## config.mk

```make
export PLATFORM = sky130hd
export DESIGN_NAME = osc_clock_ctrl
export DESIGN_NICKNAME = d
export VERILOG_FILES = /design/src/osc_ctl_pkg.sv /design/src/osc_clock_ctrl.sv
export SDC_FILE = /design/constraint.sdc
export NUM_CORES = 1
export LEC_CHECK = 0
export BUFFER_PORTS_ARGS = -buffer_cell sky130_fd_sc_hd__buf_2
export CAP_MARGIN = 30
export CORE_ASPECT_RATIO = 1.1
export CORE_MARGIN = 4
export CORE_UTILIZATION = 61
export DETAILED_ROUTE_END_ITERATION = 8
export HOLD_SLACK_MARGIN = 0.08
export PLACE_DENSITY_LB_ADDON = 0.15
export SKIP_CTS_REPAIR_TIMING = 1
export SYNTH_ARGS = -nofsm -noshare
export SYNTH_HDL_FRONTEND = slang
export SYNTH_SLANG_ARGS = --single-unit
```

## constraint.sdc

```tcl
create_clock -name clk_sys -period 3.4 [get_ports clk_sys]
set_clock_uncertainty 0.2 [all_clocks]
set_input_delay 0.34 -clock clk_sys [delete_from_list [all_inputs] [get_ports clk_sys]]
set_output_delay 0.34 -clock clk_sys [all_outputs]
set_load 0.05 [all_outputs]
```

## src/osc_ctl_pkg.sv

```systemverilog
// Constants and types shared by the oscillator monitor and clock control
package osc_ctl_pkg;
   // Register byte offsets
   localparam logic [7:0] OFF_CTRL = 8'h00;
   localparam logic [7:0] OFF_REGV = 8'h04;
   localparam logic [7:0] OFF_RUN  = 8'h08;
   localparam logic [7:0] OFF_SLP  = 8'h0c;
   localparam logic [7:0] OFF_DSLP = 8'h10;
   localparam logic [7:0] OFF_STAT = 8'h14;
   localparam logic [7:0] OFF_MASK = 8'h18;
   localparam logic [7:0] OFF_LIVE = 8'h1c;

   // Control register, bits 4..0
   typedef struct packed {
      logic regulator_fail_reset;
      logic main_osc_check_enable;
      logic main_verify_en;
      logic int_verify_en;
      logic gate_en;
   } ctrl_t;
   localparam ctrl_t CTRL_RST = '0;

   // Regulator setting: code 0 is 2.25 V, 0.05 V per step
   localparam int          REGV_W   = 4;
   localparam logic [3:0]  REGV_RST = 4'h5;
   localparam logic [3:0]  REGV_MAX = 4'ha;

   // Interrupt status and mask layout, bits 1..0
   typedef struct packed {
      logic main_osc_fail_irq;
      logic internal_osc_fail_irq;
   } irq_t;
   localparam irq_t IRQ_RST = '0;

   localparam int OSC_WIN_DFLT = 16;
   localparam int NPERIPH_DFLT = 32;

   localparam logic [1:0] RESP_OKAY   = 2'b00;
   localparam logic [1:0] RESP_SLVERR = 2'b10;
endpackage

```

## src/osc_clock_ctrl.sv

```systemverilog
// Oscillator watch, regulator control and peripheral clock gating
`timescale 1ns/1ps
`default_nettype none

module osc_watch #(
   parameter int WIN = 16
) (
   input  wire logic clk_sys,
   input  wire logic rst_b,
   input  wire logic active,
   input  wire logic mon_lvl,
   input  wire logic ref_lvl,
   output logic      fail
);
   localparam int CW = $clog2(WIN + 1);
   logic          mon_q, mon_d, ref_q, ref_d;
   logic [CW-1:0] cnt_q, cnt_d;

   if (WIN < 2)
   begin : g_win_chk
      $error("osc_watch window must be at least 2");
   end

   // Count reference rises since the last monitored edge
   always_comb
   begin
      mon_d = mon_lvl;
      ref_d = ref_lvl;
      cnt_d = cnt_q;
      fail  = 1'b0;
      if (!active || mon_lvl != mon_q)
         cnt_d = '0;
      else if (ref_lvl && !ref_q)
      begin
         if (cnt_q == CW'(WIN - 1))
         begin
            fail  = 1'b1;
            cnt_d = '0;
         end
         else
            cnt_d = cnt_q + 1'b1;
      end
   end

   always_ff @(posedge clk_sys or negedge rst_b)
   begin
      if (!rst_b)
      begin
         mon_q <= 1'b0;
         ref_q <= 1'b0;
         cnt_q <= '0;
      end
      else
      begin
         mon_q <= mon_d;
         ref_q <= ref_d;
         cnt_q <= cnt_d;
      end
   end
endmodule

module osc_clock_ctrl
#(
   parameter int NPERIPH = osc_ctl_pkg::NPERIPH_DFLT,
   parameter int OSC_WIN = osc_ctl_pkg::OSC_WIN_DFLT
) (
   input  wire logic               clk_sys,
   input  wire logic               rst_b,
   input  wire logic [7:0]         s_axi_awaddr,
   input  wire logic               s_axi_awvalid,
   output logic                    s_axi_awready,
   input  wire logic [31:0]        s_axi_wdata,
   input  wire logic [3:0]         s_axi_wstrb,
   input  wire logic               s_axi_wvalid,
   output logic                    s_axi_wready,
   output logic [1:0]              s_axi_bresp,
   output logic                    s_axi_bvalid,
   input  wire logic               s_axi_bready,
   input  wire logic [7:0]         s_axi_araddr,
   input  wire logic               s_axi_arvalid,
   output logic                    s_axi_arready,
   output logic [31:0]             s_axi_rdata,
   output logic [1:0]              s_axi_rresp,
   output logic                    s_axi_rvalid,
   input  wire logic               s_axi_rready,
   input  wire logic               main_oscillator,
   input  wire logic               internal_osc,
   input  wire logic               main_osc_on,
   input  wire logic               int_osc_on,
   input  wire logic               reg_unregulated,
   input  wire logic               sleep_mode,
   input  wire logic               deep_sleep_mode,
   output logic [NPERIPH-1:0]      periph_clk_en,
   output logic [osc_ctl_pkg::REGV_W-1:0] core_regulator_sel,
   output logic                    reg_fail_rst,
   output logic                    irq
);
   import osc_ctl_pkg::*;

   if (NPERIPH < 1 || NPERIPH > 32)
   begin : g_nperiph_chk
      $error("NPERIPH must be 1..32");
   end

   // Bus channel state
   logic        aw_q, aw_d, w_q, w_d, b_q, b_d, r_q, r_d;
   logic [7:0]  awa_q, awa_d;
   logic [31:0] wd_q, wd_d, rd_q, rd_d;
   logic [3:0]  ws_q, ws_d;
   logic [1:0]  br_q, br_d, rr_q, rr_d;
   // Register state
   ctrl_t              ctrl_q, ctrl_d;
   logic [REGV_W-1:0]  regv_q, regv_d;
   logic [NPERIPH-1:0] run_q, run_d, slp_q, slp_d, dslp_q, dslp_d;
   logic [NPERIPH-1:0] clk_q, clk_d;
   irq_t               stat_q, stat_d, mask_q, mask_d, ev, clr;
   logic               rst_q, rst_d;
   logic               both_on, int_act, main_act, int_fail, main_fail;
   logic               do_wr, do_rd;
   logic [31:0]        bm, wv, rv;
   logic [7:0]         ra;
   logic               rhit, whit;

   // Oscillator watches, each needs both oscillators running
   assign both_on  = main_osc_on && int_osc_on;
   assign int_act  = ctrl_q.int_verify_en && both_on;
   assign main_act = (ctrl_q.main_verify_en ||
                      ctrl_q.main_osc_check_enable) && both_on;

   osc_watch #(.WIN(OSC_WIN)) u_int_watch (
      .clk_sys (clk_sys),
      .rst_b   (rst_b),
      .active  (int_act),
      .mon_lvl (internal_osc),
      .ref_lvl (main_oscillator),
      .fail    (int_fail)
   );

   osc_watch #(.WIN(OSC_WIN)) u_main_watch (
      .clk_sys (clk_sys),
      .rst_b   (rst_b),
      .active  (main_act),
      .mon_lvl (main_oscillator),
      .ref_lvl (internal_osc),
      .fail    (main_fail)
   );

   assign do_wr = aw_q && w_q && !b_q;
   assign do_rd = s_axi_arvalid && !r_q;
   assign s_axi_awready = !aw_q && !b_q;
   assign s_axi_wready  = !w_q && !b_q;
   assign s_axi_arready = !r_q;
   assign s_axi_bvalid  = b_q;
   assign s_axi_bresp   = br_q;
   assign s_axi_rvalid  = r_q;
   assign s_axi_rdata   = rd_q;
   assign s_axi_rresp   = rr_q;
   assign ra = {s_axi_araddr[7:2], 2'b00};

   always_comb
   begin
      bm = {{8{ws_q[3]}}, {8{ws_q[2]}}, {8{ws_q[1]}}, {8{ws_q[0]}}};
      rv = '0;
      rhit = 1'b1;
      case (ra)
         OFF_CTRL: rv[4:0] = ctrl_q;
         OFF_REGV: rv[REGV_W-1:0] = regv_q;
         OFF_RUN:  rv[NPERIPH-1:0] = run_q;
         OFF_SLP:  rv[NPERIPH-1:0] = slp_q;
         OFF_DSLP: rv[NPERIPH-1:0] = dslp_q;
         OFF_STAT: rv[1:0] = stat_q;
         OFF_MASK: rv[1:0] = mask_q;
         OFF_LIVE: rv[5:0] = {deep_sleep_mode, sleep_mode, rst_q,
                              main_act, int_act, both_on};
         default:  rhit = 1'b0;
      endcase
      case ({awa_q[7:2], 2'b00})
         OFF_CTRL, OFF_REGV, OFF_RUN, OFF_SLP, OFF_DSLP,
         OFF_STAT, OFF_MASK, OFF_LIVE: whit = 1'b1;
         default: whit = 1'b0;
      endcase
   end

   // Bus handshake
   always_comb
   begin
      aw_d  = aw_q;
      w_d   = w_q;
      b_d   = b_q;
      r_d   = r_q;
      awa_d = awa_q;
      wd_d  = wd_q;
      ws_d  = ws_q;
      br_d  = br_q;
      rd_d  = rd_q;
      rr_d  = rr_q;
      if (s_axi_awvalid && s_axi_awready)
      begin
         aw_d  = 1'b1;
         awa_d = s_axi_awaddr;
      end
      if (s_axi_wvalid && s_axi_wready)
      begin
         w_d  = 1'b1;
         wd_d = s_axi_wdata;
         ws_d = s_axi_wstrb;
      end
      if (do_wr)
      begin
         aw_d = 1'b0;
         w_d  = 1'b0;
         b_d  = 1'b1;
         br_d = whit ? RESP_OKAY : RESP_SLVERR;
      end
      else if (b_q && s_axi_bready)
         b_d = 1'b0;
      if (do_rd)
      begin
         r_d  = 1'b1;
         rd_d = rv;
         rr_d = rhit ? RESP_OKAY : RESP_SLVERR;
      end
      else if (r_q && s_axi_rready)
         r_d = 1'b0;
   end

   always_ff @(posedge clk_sys or negedge rst_b)
   begin
      if (!rst_b)
      begin
         aw_q  <= 1'b0;
         w_q   <= 1'b0;
         b_q   <= 1'b0;
         r_q   <= 1'b0;
         awa_q <= '0;
         wd_q  <= '0;
         ws_q  <= '0;
         br_q  <= RESP_OKAY;
         rd_q  <= '0;
         rr_q  <= RESP_OKAY;
      end
      else
      begin
         aw_q  <= aw_d;
         w_q   <= w_d;
         b_q   <= b_d;
         r_q   <= r_d;
         awa_q <= awa_d;
         wd_q  <= wd_d;
         ws_q  <= ws_d;
         br_q  <= br_d;
         rd_q  <= rd_d;
         rr_q  <= rr_d;
      end
   end

   // Registers, status, gating
   always_comb
   begin
      wv     = (wd_q & bm);
      ctrl_d = ctrl_q;
      regv_d = regv_q;
      run_d  = run_q;
      slp_d  = slp_q;
      dslp_d = dslp_q;
      mask_d = mask_q;
      clr    = '0;
      if (do_wr)
      begin
         case ({awa_q[7:2], 2'b00})
            OFF_CTRL: ctrl_d = ctrl_t'((ctrl_q & ~bm[4:0]) | wv[4:0]);
            OFF_REGV:
               if (ws_q[0] && wd_q[REGV_W-1:0] <= REGV_MAX)
                  regv_d = wd_q[REGV_W-1:0];
            OFF_RUN:  run_d = (run_q & ~bm[NPERIPH-1:0]) | wv[NPERIPH-1:0];
            OFF_SLP:  slp_d = (slp_q & ~bm[NPERIPH-1:0]) | wv[NPERIPH-1:0];
            OFF_DSLP:
               dslp_d = (dslp_q & ~bm[NPERIPH-1:0]) | wv[NPERIPH-1:0];
            OFF_STAT: clr = irq_t'(wv[1:0]);
            OFF_MASK: mask_d = irq_t'((mask_q & ~bm[1:0]) | wv[1:0]);
            default: ;
         endcase
      end
      if (do_rd && ra == OFF_STAT)
         clr = clr | stat_q;
      ev.internal_osc_fail_irq = int_fail;
      ev.main_osc_fail_irq     = main_fail;
      stat_d = (stat_q & ~clr) | ev;
      rst_d  = ctrl_q.regulator_fail_reset && reg_unregulated;
      // Deep-sleep bits only matter with gating on
      if (!ctrl_q.gate_en)
         clk_d = run_q;
      else if (deep_sleep_mode)
         clk_d = run_q & dslp_q;
      else if (sleep_mode)
         clk_d = run_q & slp_q;
      else
         clk_d = run_q;
   end

   always_ff @(posedge clk_sys or negedge rst_b)
   begin
      if (!rst_b)
      begin
         ctrl_q <= CTRL_RST;
         regv_q <= REGV_RST;
         run_q  <= '0;
         slp_q  <= '0;
         dslp_q <= '0;
         mask_q <= IRQ_RST;
         stat_q <= IRQ_RST;
         rst_q  <= 1'b0;
         clk_q  <= '0;
      end
      else
      begin
         ctrl_q <= ctrl_d;
         regv_q <= regv_d;
         run_q  <= run_d;
         slp_q  <= slp_d;
         dslp_q <= dslp_d;
         mask_q <= mask_d;
         stat_q <= stat_d;
         rst_q  <= rst_d;
         clk_q  <= clk_d;
      end
   end

   assign periph_clk_en      = clk_q;
   assign core_regulator_sel = regv_q;
   assign reg_fail_rst       = rst_q;
   assign irq                = |(stat_q & mask_q);

   property p_int_irq;
      @(posedge clk_sys) disable iff (!rst_b)
      int_fail |=> stat_q.internal_osc_fail_irq;
   endproperty
   a_int_irq: assert property (p_int_irq)
      else $error("internal oscillator failure not latched");

   property p_int_gate;
      @(posedge clk_sys) disable iff (!rst_b)
      !(main_osc_on && int_osc_on && ctrl_q.int_verify_en) |-> !int_fail;
   endproperty
   a_int_gate: assert property (p_int_gate)
      else $error("internal check ran without both oscillators");

   property p_main_irq;
      @(posedge clk_sys) disable iff (!rst_b)
      main_fail |=> stat_q.main_osc_fail_irq;
   endproperty
   a_main_irq: assert property (p_main_irq)
      else $error("main oscillator failure not latched");

   property p_main_gate;
      @(posedge clk_sys) disable iff (!rst_b)
      !(main_osc_on && int_osc_on) |-> !main_fail;
   endproperty
   a_main_gate: assert property (p_main_gate)
      else $error("main check ran without both oscillators");

   property p_reg_rst;
      @(posedge clk_sys) disable iff (!rst_b)
      reg_unregulated |=>
         reg_fail_rst == $past(ctrl_q.regulator_fail_reset);
   endproperty
   a_reg_rst: assert property (p_reg_rst)
      else $error("regulator failure reset wrong");

   property p_regv_range;
      @(posedge clk_sys) disable iff (!rst_b)
      core_regulator_sel <= REGV_MAX;
   endproperty
   a_regv_range: assert property (p_regv_range)
      else $error("regulator setting out of range");

   property p_no_gate;
      @(posedge clk_sys) disable iff (!rst_b)
      !ctrl_q.gate_en |=> periph_clk_en == $past(run_q);
   endproperty
   a_no_gate: assert property (p_no_gate)
      else $error("clock gated while gating disabled");

   property p_deep;
      @(posedge clk_sys) disable iff (!rst_b)
      ctrl_q.gate_en && deep_sleep_mode |=>
         (periph_clk_en & ~$past(dslp_q)) == '0;
   endproperty
   a_deep: assert property (p_deep)
      else $error("clock running in deep-sleep while disabled");

   property p_disabled;
      @(posedge clk_sys) disable iff (!rst_b)
      ##1 (periph_clk_en & ~$past(run_q)) == '0;
   endproperty
   a_disabled: assert property (p_disabled)
      else $error("disabled peripheral clocked");

   property p_hold;
      @(posedge clk_sys) disable iff (!rst_b)
      stat_q.main_osc_fail_irq && !do_wr && !do_rd |=>
         stat_q.main_osc_fail_irq;
   endproperty
   a_hold: assert property (p_hold)
      else $error("status bit dropped without a clear");
endmodule

`default_nettype wire

```

==> impl_metrics.toml, run 1 <==
[run_status]
status = "finished, final reports clean"

[yosys]
ys_seq_elements = 234
synthAdderAreaFrac = 0.00500
async_flop_share = 1.00
synth_flop_cell = "dfrtp_1"
netlist_area_sq_mm = 0.0100
seq_area_frac_synth = 0.585
avgSynthCellArea_sq_um = 13.2
muxShareOfSynthArea = 0.178
netlist_instances = 757
synthTopCellsByArea = "dfrtp_1, mux2_2, a222oi_1"
synth_edf_count = 0
synth_top_family_by_area = "multiplexers"
synth_compound_area_frac = 0.111
ys_warn_count = 0
synth_top_area_frac = 0.580
synth_xor_xnor_area_share = 0.00175
synth.largest_area_cell = "dfrtp_1"
synthSimpleGateAreaFrac = 0.0916
synthDistinctLibCells = 62

[power_and_ir_drop]
ir_worst_vdd_mv = 0.519
p_leak_nw = 5.88
p_per_area_mw_per_mm2 = 782

[grt]
grt.total_usage = 0.272
grt_pass1_wl_microns = 39700
grt_max_degree = 104
grt_pass1_vias = 7438
globalRouteOverflowTotal = 0
antenna_found_initial = 1

[clocking]
cts_tree = "done"
cts_made_buffers = 24
clock_path_buffers = 3
cts_root_buffer = "clkbuf_16"
clk_latency_ns = 0.51
cts_sinks = 234
clk_pin_slew_worst_paths_ns = 0.06
ctsHtreeMaxLevel = 1

[timing]
max_slew_margin = 0.472
max_freq_ghz = 0.382
rsz0062_at_grt = "no"
worst_pin_slew_ns = 0.785
finalSetupViolations = 0
fin_setup_tns_ns = 0
whs_ns = 0.0894
min_period_ns = 2.62
period_share = 0.769
maxSlewViolCount = 0
hold_viol_final = 0

[worst_setup_path]
max_stage_delay_ns = 0.60
cp.required_ns = 3.63
crit_family = "simple AND/OR/NAND/NOR gates"
crit_start = "s_axi_araddr[7]"
cp-start-kind = "input pin"
critPathMaxFanout = 19
slowest_stage = "or4_4"
path_cells = "dlygate4sd3_1, buf_2, or4_4, nor2_4, o31ai_4, buf_4, o21ai_1"
r2r_start = "awa_q[6]"
crit_buf_inv = 3
critPathKind = "in -> reg"
cp-end-kind = "flip-flop"
worstPathArrival_ns = 2.84

[cells_and_area]
area_growth_pct = 22.3
finalNetCount = 1015
fillers = 1016
stdcell_count = 1163
drive_gt1_frac = 0.389

[floorplanning]
die_height_microns = 142
start_util = 0.629
die_x_microns = 130
rows = 48
core_area_sq_mm = 0.0159
top_level_ports = 145
die_area_sq_mm = 0.0185

[drt]
ant_nets = 0
drtPass1Iterations = 8
drt_iter0_markers = 691
wire_per_inst_microns = 21.7
avgViaCountPerCell = 6.18
wl_microns = 25200
drc = 0
vias = 7183

[placement]
port_buffers = 138
place_congestion = 0.815
dp_cells = 1068
dp_hpwl_microns = 16300

[hold_path]
hp-start = "int_osc_on"
hp-class = "in -> reg"

[job]
cap_viol_max_count = 0
## worst min-delay path: cells and delay by family
kind / cells / cell delay (ns)
buffers and inverters: 1 / 0.12
AND/OR/NAND/NOR: 2 / 0.30
## synth_stat cells (3+ instances only)
master	instances
o21ai_2	11
inv_1	11
a222oi_1	27
nor2_1	17
nand2_2	6
nand3b_1	26
nor3b_1	3
nor2b_1	5
a21oi_1	5
a32oi_1	3
buf_1	4
nand2_1	46
a21boi_0	31
nand4_2	3
o21a_1	3
o21ai_0	32
dfrtp_1	232
and2_1	3
a221oi_1	3
o22ai_1	6
buf_4	8
mux2i_1	6
nand3_1	7
buf_2	12
mux2_2	143
o21ai_1	16
mux2_1	8
ha_1	4
nor3_1	10
buf_6	3
clkbuf_1	17
## metrics by stage
stage	util	area [sq um]	power [mW]	worst slack, ns
floorplan	-	10000	5.96	0.910
global placement	0.683	10900	6.56	0.882
detailed placement	0.683	10900	6.74	0.845
CTS	0.737	11700	9.58	0.833
global route	0.769	12200	10.0	0.757
finish	0.769	12200	9.58	0.785
## worst paths after layout
| path | to | slack (ns) | cells past startpoint |
|---|---|---|---|
| worst max-delay path | s_axi_rdata[6] | 0.78 | 7 |
| worst min-delay path | u_int_watch.cnt_q[2] | 0.09 | 3 |
| worst max register to register | flip-flop | 0.85 | 4 |
| worst min register to register | s_axi_rdata[24] | 0.28 | 2 |
| max in group asynchronous | asynchronous set/reset pin | 1.83 | 3 |
| min in group asynchronous | u_int_watch.cnt_q[0] | 0.26 | 2 |
## logic make-up (layout without fill, tap and decap cells)
| logic type | after synthesis | after routing |
|---|---|---|
| xor+xnor | 2 | 2 |
| simple gates | 151 | 151 |
| flops | 234 | 234 |
| compound gates | 152 | 152 |
| mux | 158 | 158 |
| other cells | 1 | 3 |
| fa+ha+maj | 4 | 4 |
| buf+inv | 55 | 259 |
## metal layers
metal | global-route usage | routed length [microns]
met1 | 0.367 | 10200
met3 | 0.0465 | 1650
met5 | 0 | 0
met4 | 0.0935 | 639
met2 | 0.450 | 12700
## cells in the final DEF (no fill, tap or decap), types with 4 or more instances in the layout
cell and count:
nand2_1 46, o21ai_1 16, a222oi_1 27, dfrtp_1 232
o22ai_1 6, bufinv_16 5, inv_1 10, mux2_1 8
nand2_2 6, nor2_1 17, mux2_2 143, dlygate4sd3_1 51
buf_2 137, o21ai_0 32, a21boi_0 31, mux2i_1 6
nand3_1 7, nor3_1 10, nand3b_1 26, a21oi_1 5
clkinv_2 7, ha_1 4, clkbuf_16 25, buf_4 15
nor2b_1 4, o21ai_2 11
## area by class of cell
cell class	instances	area, sq um	area share
diodes	1	2.50	0.000204
multi-input cells	469	3890	0.318
well taps	200	250	0.0204
clock inverters	15	208	0.0170
clock buffers	28	647	0.0528
repair buffers	205	1340	0.110
inverters	11	41.3	0.00337
flip-flops and latches	234	5860	0.478
## power by group
group          switching (mW)  leakage, nW  internal [mW]
Clock                    1.07        0.416           1.74
Combinational            1.39         2.34          0.988
Sequential              0.763         3.13           3.63
Total                    3.22         5.88           6.36
No activity file was read; power rests on OpenSTA's default activity.
==> run 2: changes to the inputs <==
Settings changed: CORE_UTILIZATION 61 to 52.
Clock period 3.4 ns to 2.4 ns, I/O delays scaled along.
==> impl_metrics.toml, run 2 (synthesis gave the netlist of run 1 again) <==
[hold_path]
hp-class = "in -> async"

[grt]
grt_pass1_wl_microns = 39500
globalRouteOverflowTotal = 0
grt_pass1_vias = 7363
grt_max_degree = 66
antenna_found_initial = 0
grt.total_usage = 0.226

[cells_and_area]
drive_gt1_frac = 0.398
mostFrequentLayoutCells = "dfrtp_1, mux2_2, buf_2"
finalNetCount = 1029
final_design_area_no_fill_sq_mm = 0.0124
diodes = 0
area_growth_pct = 24.3
stdcell_count = 1220
final_common_cell = "dfrtp_1"
final_core_utilization = 0.666

[power_and_ir_drop]
p_per_area_mw_per_mm2 = 1070
p_leak_nw = 5.97
ir_worst_vdd_mv = 0.668
report.power.total_mw = 13.4

[timing]
finalSetupViolations = 0
max_freq_ghz = 0.423
maxSlewViolCount = 0
finalWorstSetupSlack_ns = 0.0345
max_slew_margin = 0.533
rsz0062_at_grt = "yes"
hold_viol_final = 0
period_share = 0.986
min_period_ns = 2.37
worst_pin_slew_ns = 0.700

[drt]
wl_microns = 25000
drtPass1Iterations = 6
vias = 7110
drt_iter0_markers = 545
ant_nets = 0
drc = 0
avgViaCountPerCell = 5.83
wire_per_inst_microns = 20.5

[placement]
place_congestion = 0.835
dp_slack_ns = -0.0461
place_area_sq_mm = 0.0110
dp_hpwl_microns = 16800
dp_cells = 1118
port_buffers = 138

[floorplanning]
die_x_microns = 140
die_height_microns = 154
die_area_sq_mm = 0.0215
top_level_ports = 145
rows = 52
start_util = 0.536
core_area_sq_mm = 0.0187

[job]
cap_viol_max_count = 0

[clocking]
cts_tree = "done"
clock_path_buffers = 3
cts_made_buffers = 24
clk_latency_ns = 0.51
clk_pin_slew_worst_paths_ns = 0.06
cts_sinks = 234
ctsHtreeMaxLevel = 1
cts_root_buffer = "clkbuf_16"

[worst_setup_path]
slowest_stage = "or3_4"
r2r_start = "awa_q[6]"
reg2regPathDepth = 5
critPathKind = "reg -> reg"
cp-start-kind = "flip-flop"
max_stage_delay_ns = 0.45
cp.required_ns = 2.59
path_cells = "or3_4, nor3_4, buf_4, nand4_2, mux2_2"
worstPathArrival_ns = 2.56
crit_start = "awa_q[6]"
critPathMaxFanout = 8
cp-end-kind = "flip-flop"

[run_status]
status = "finished, final reports clean"
-- run 2: cell types whose count changed in the layout (fill, tap and decap cells not counted), sizes merged --
cell         before  now
inv              10   11
clkinv            8   10
dlygate4sd3      51   56
buf             154  163
clkinvlp          3    0
diode             1    0
bufinv            5    1
clkbuf           28   33
-- run 2: path summary, 6_finish.rpt --
| check | endpoint | slack, ns |
|---|---|---|
| worst max-delay path | flip-flop | 0.03 |
| worst min-delay path | u_main_watch.cnt_q[1] | 0.05 |
| min in group clk_sys | aw_q | 0.08 |
| worst min register to register | s_axi_rdata[28] | 0.27 |
| max in group asynchronous | wd_q[16] | 1.13 |
| worst max register to register | flip-flop | 0.03 |
-- run 2: power breakdown --
part	internal, mW	switching, mW
clock network	2.22	1.49
logic	1.45	1.99
registers	5.14	1.07
-- run 2: per-stage QoR --
stage	setup TNS [ns]	hold slack, ns
5_1_grt	-0.626	0.105
6_report	0	0.0547
4_1_cts	-0.772	-0.511
3_3_place_gp	0	0.0210
3_5_place_dp	-0.462	0.0264
2_1_floorplan	0	-0.256
-- run 2: layout make-up --
cell class / instances / area (sq um)
repair buffers: 219 / 1520
clock buffers: 33 / 726
flip-flops and latches: 234 / 5860
clock inverters: 11 / 80.1
inverters: 11 / 41.3
well taps: 243 / 304
fillers: 1360 / 6230
multi-input cells: 469 / 3910
-- run 2: per-layer routing --
metal | global-route usage | vias to the layer above | routed length [microns]
li1 | - | 3206 | -
met1 | 0.308 | 3630 | 10400
met2 | 0.380 | 237 | 12700
met3 | 0.0360 | 37 | 1390
met4 | 0.0618 | 0 | 478
met5 | 0 | - | 0
-- run 2: critical path, delay by kind of cell, from the launching register on --
family                 cells  cell delay, ns
buffers and inverters      1            0.20
DFF                        1            0.37
muxes                      1            0.39
and+or+nand+nor            3            1.07
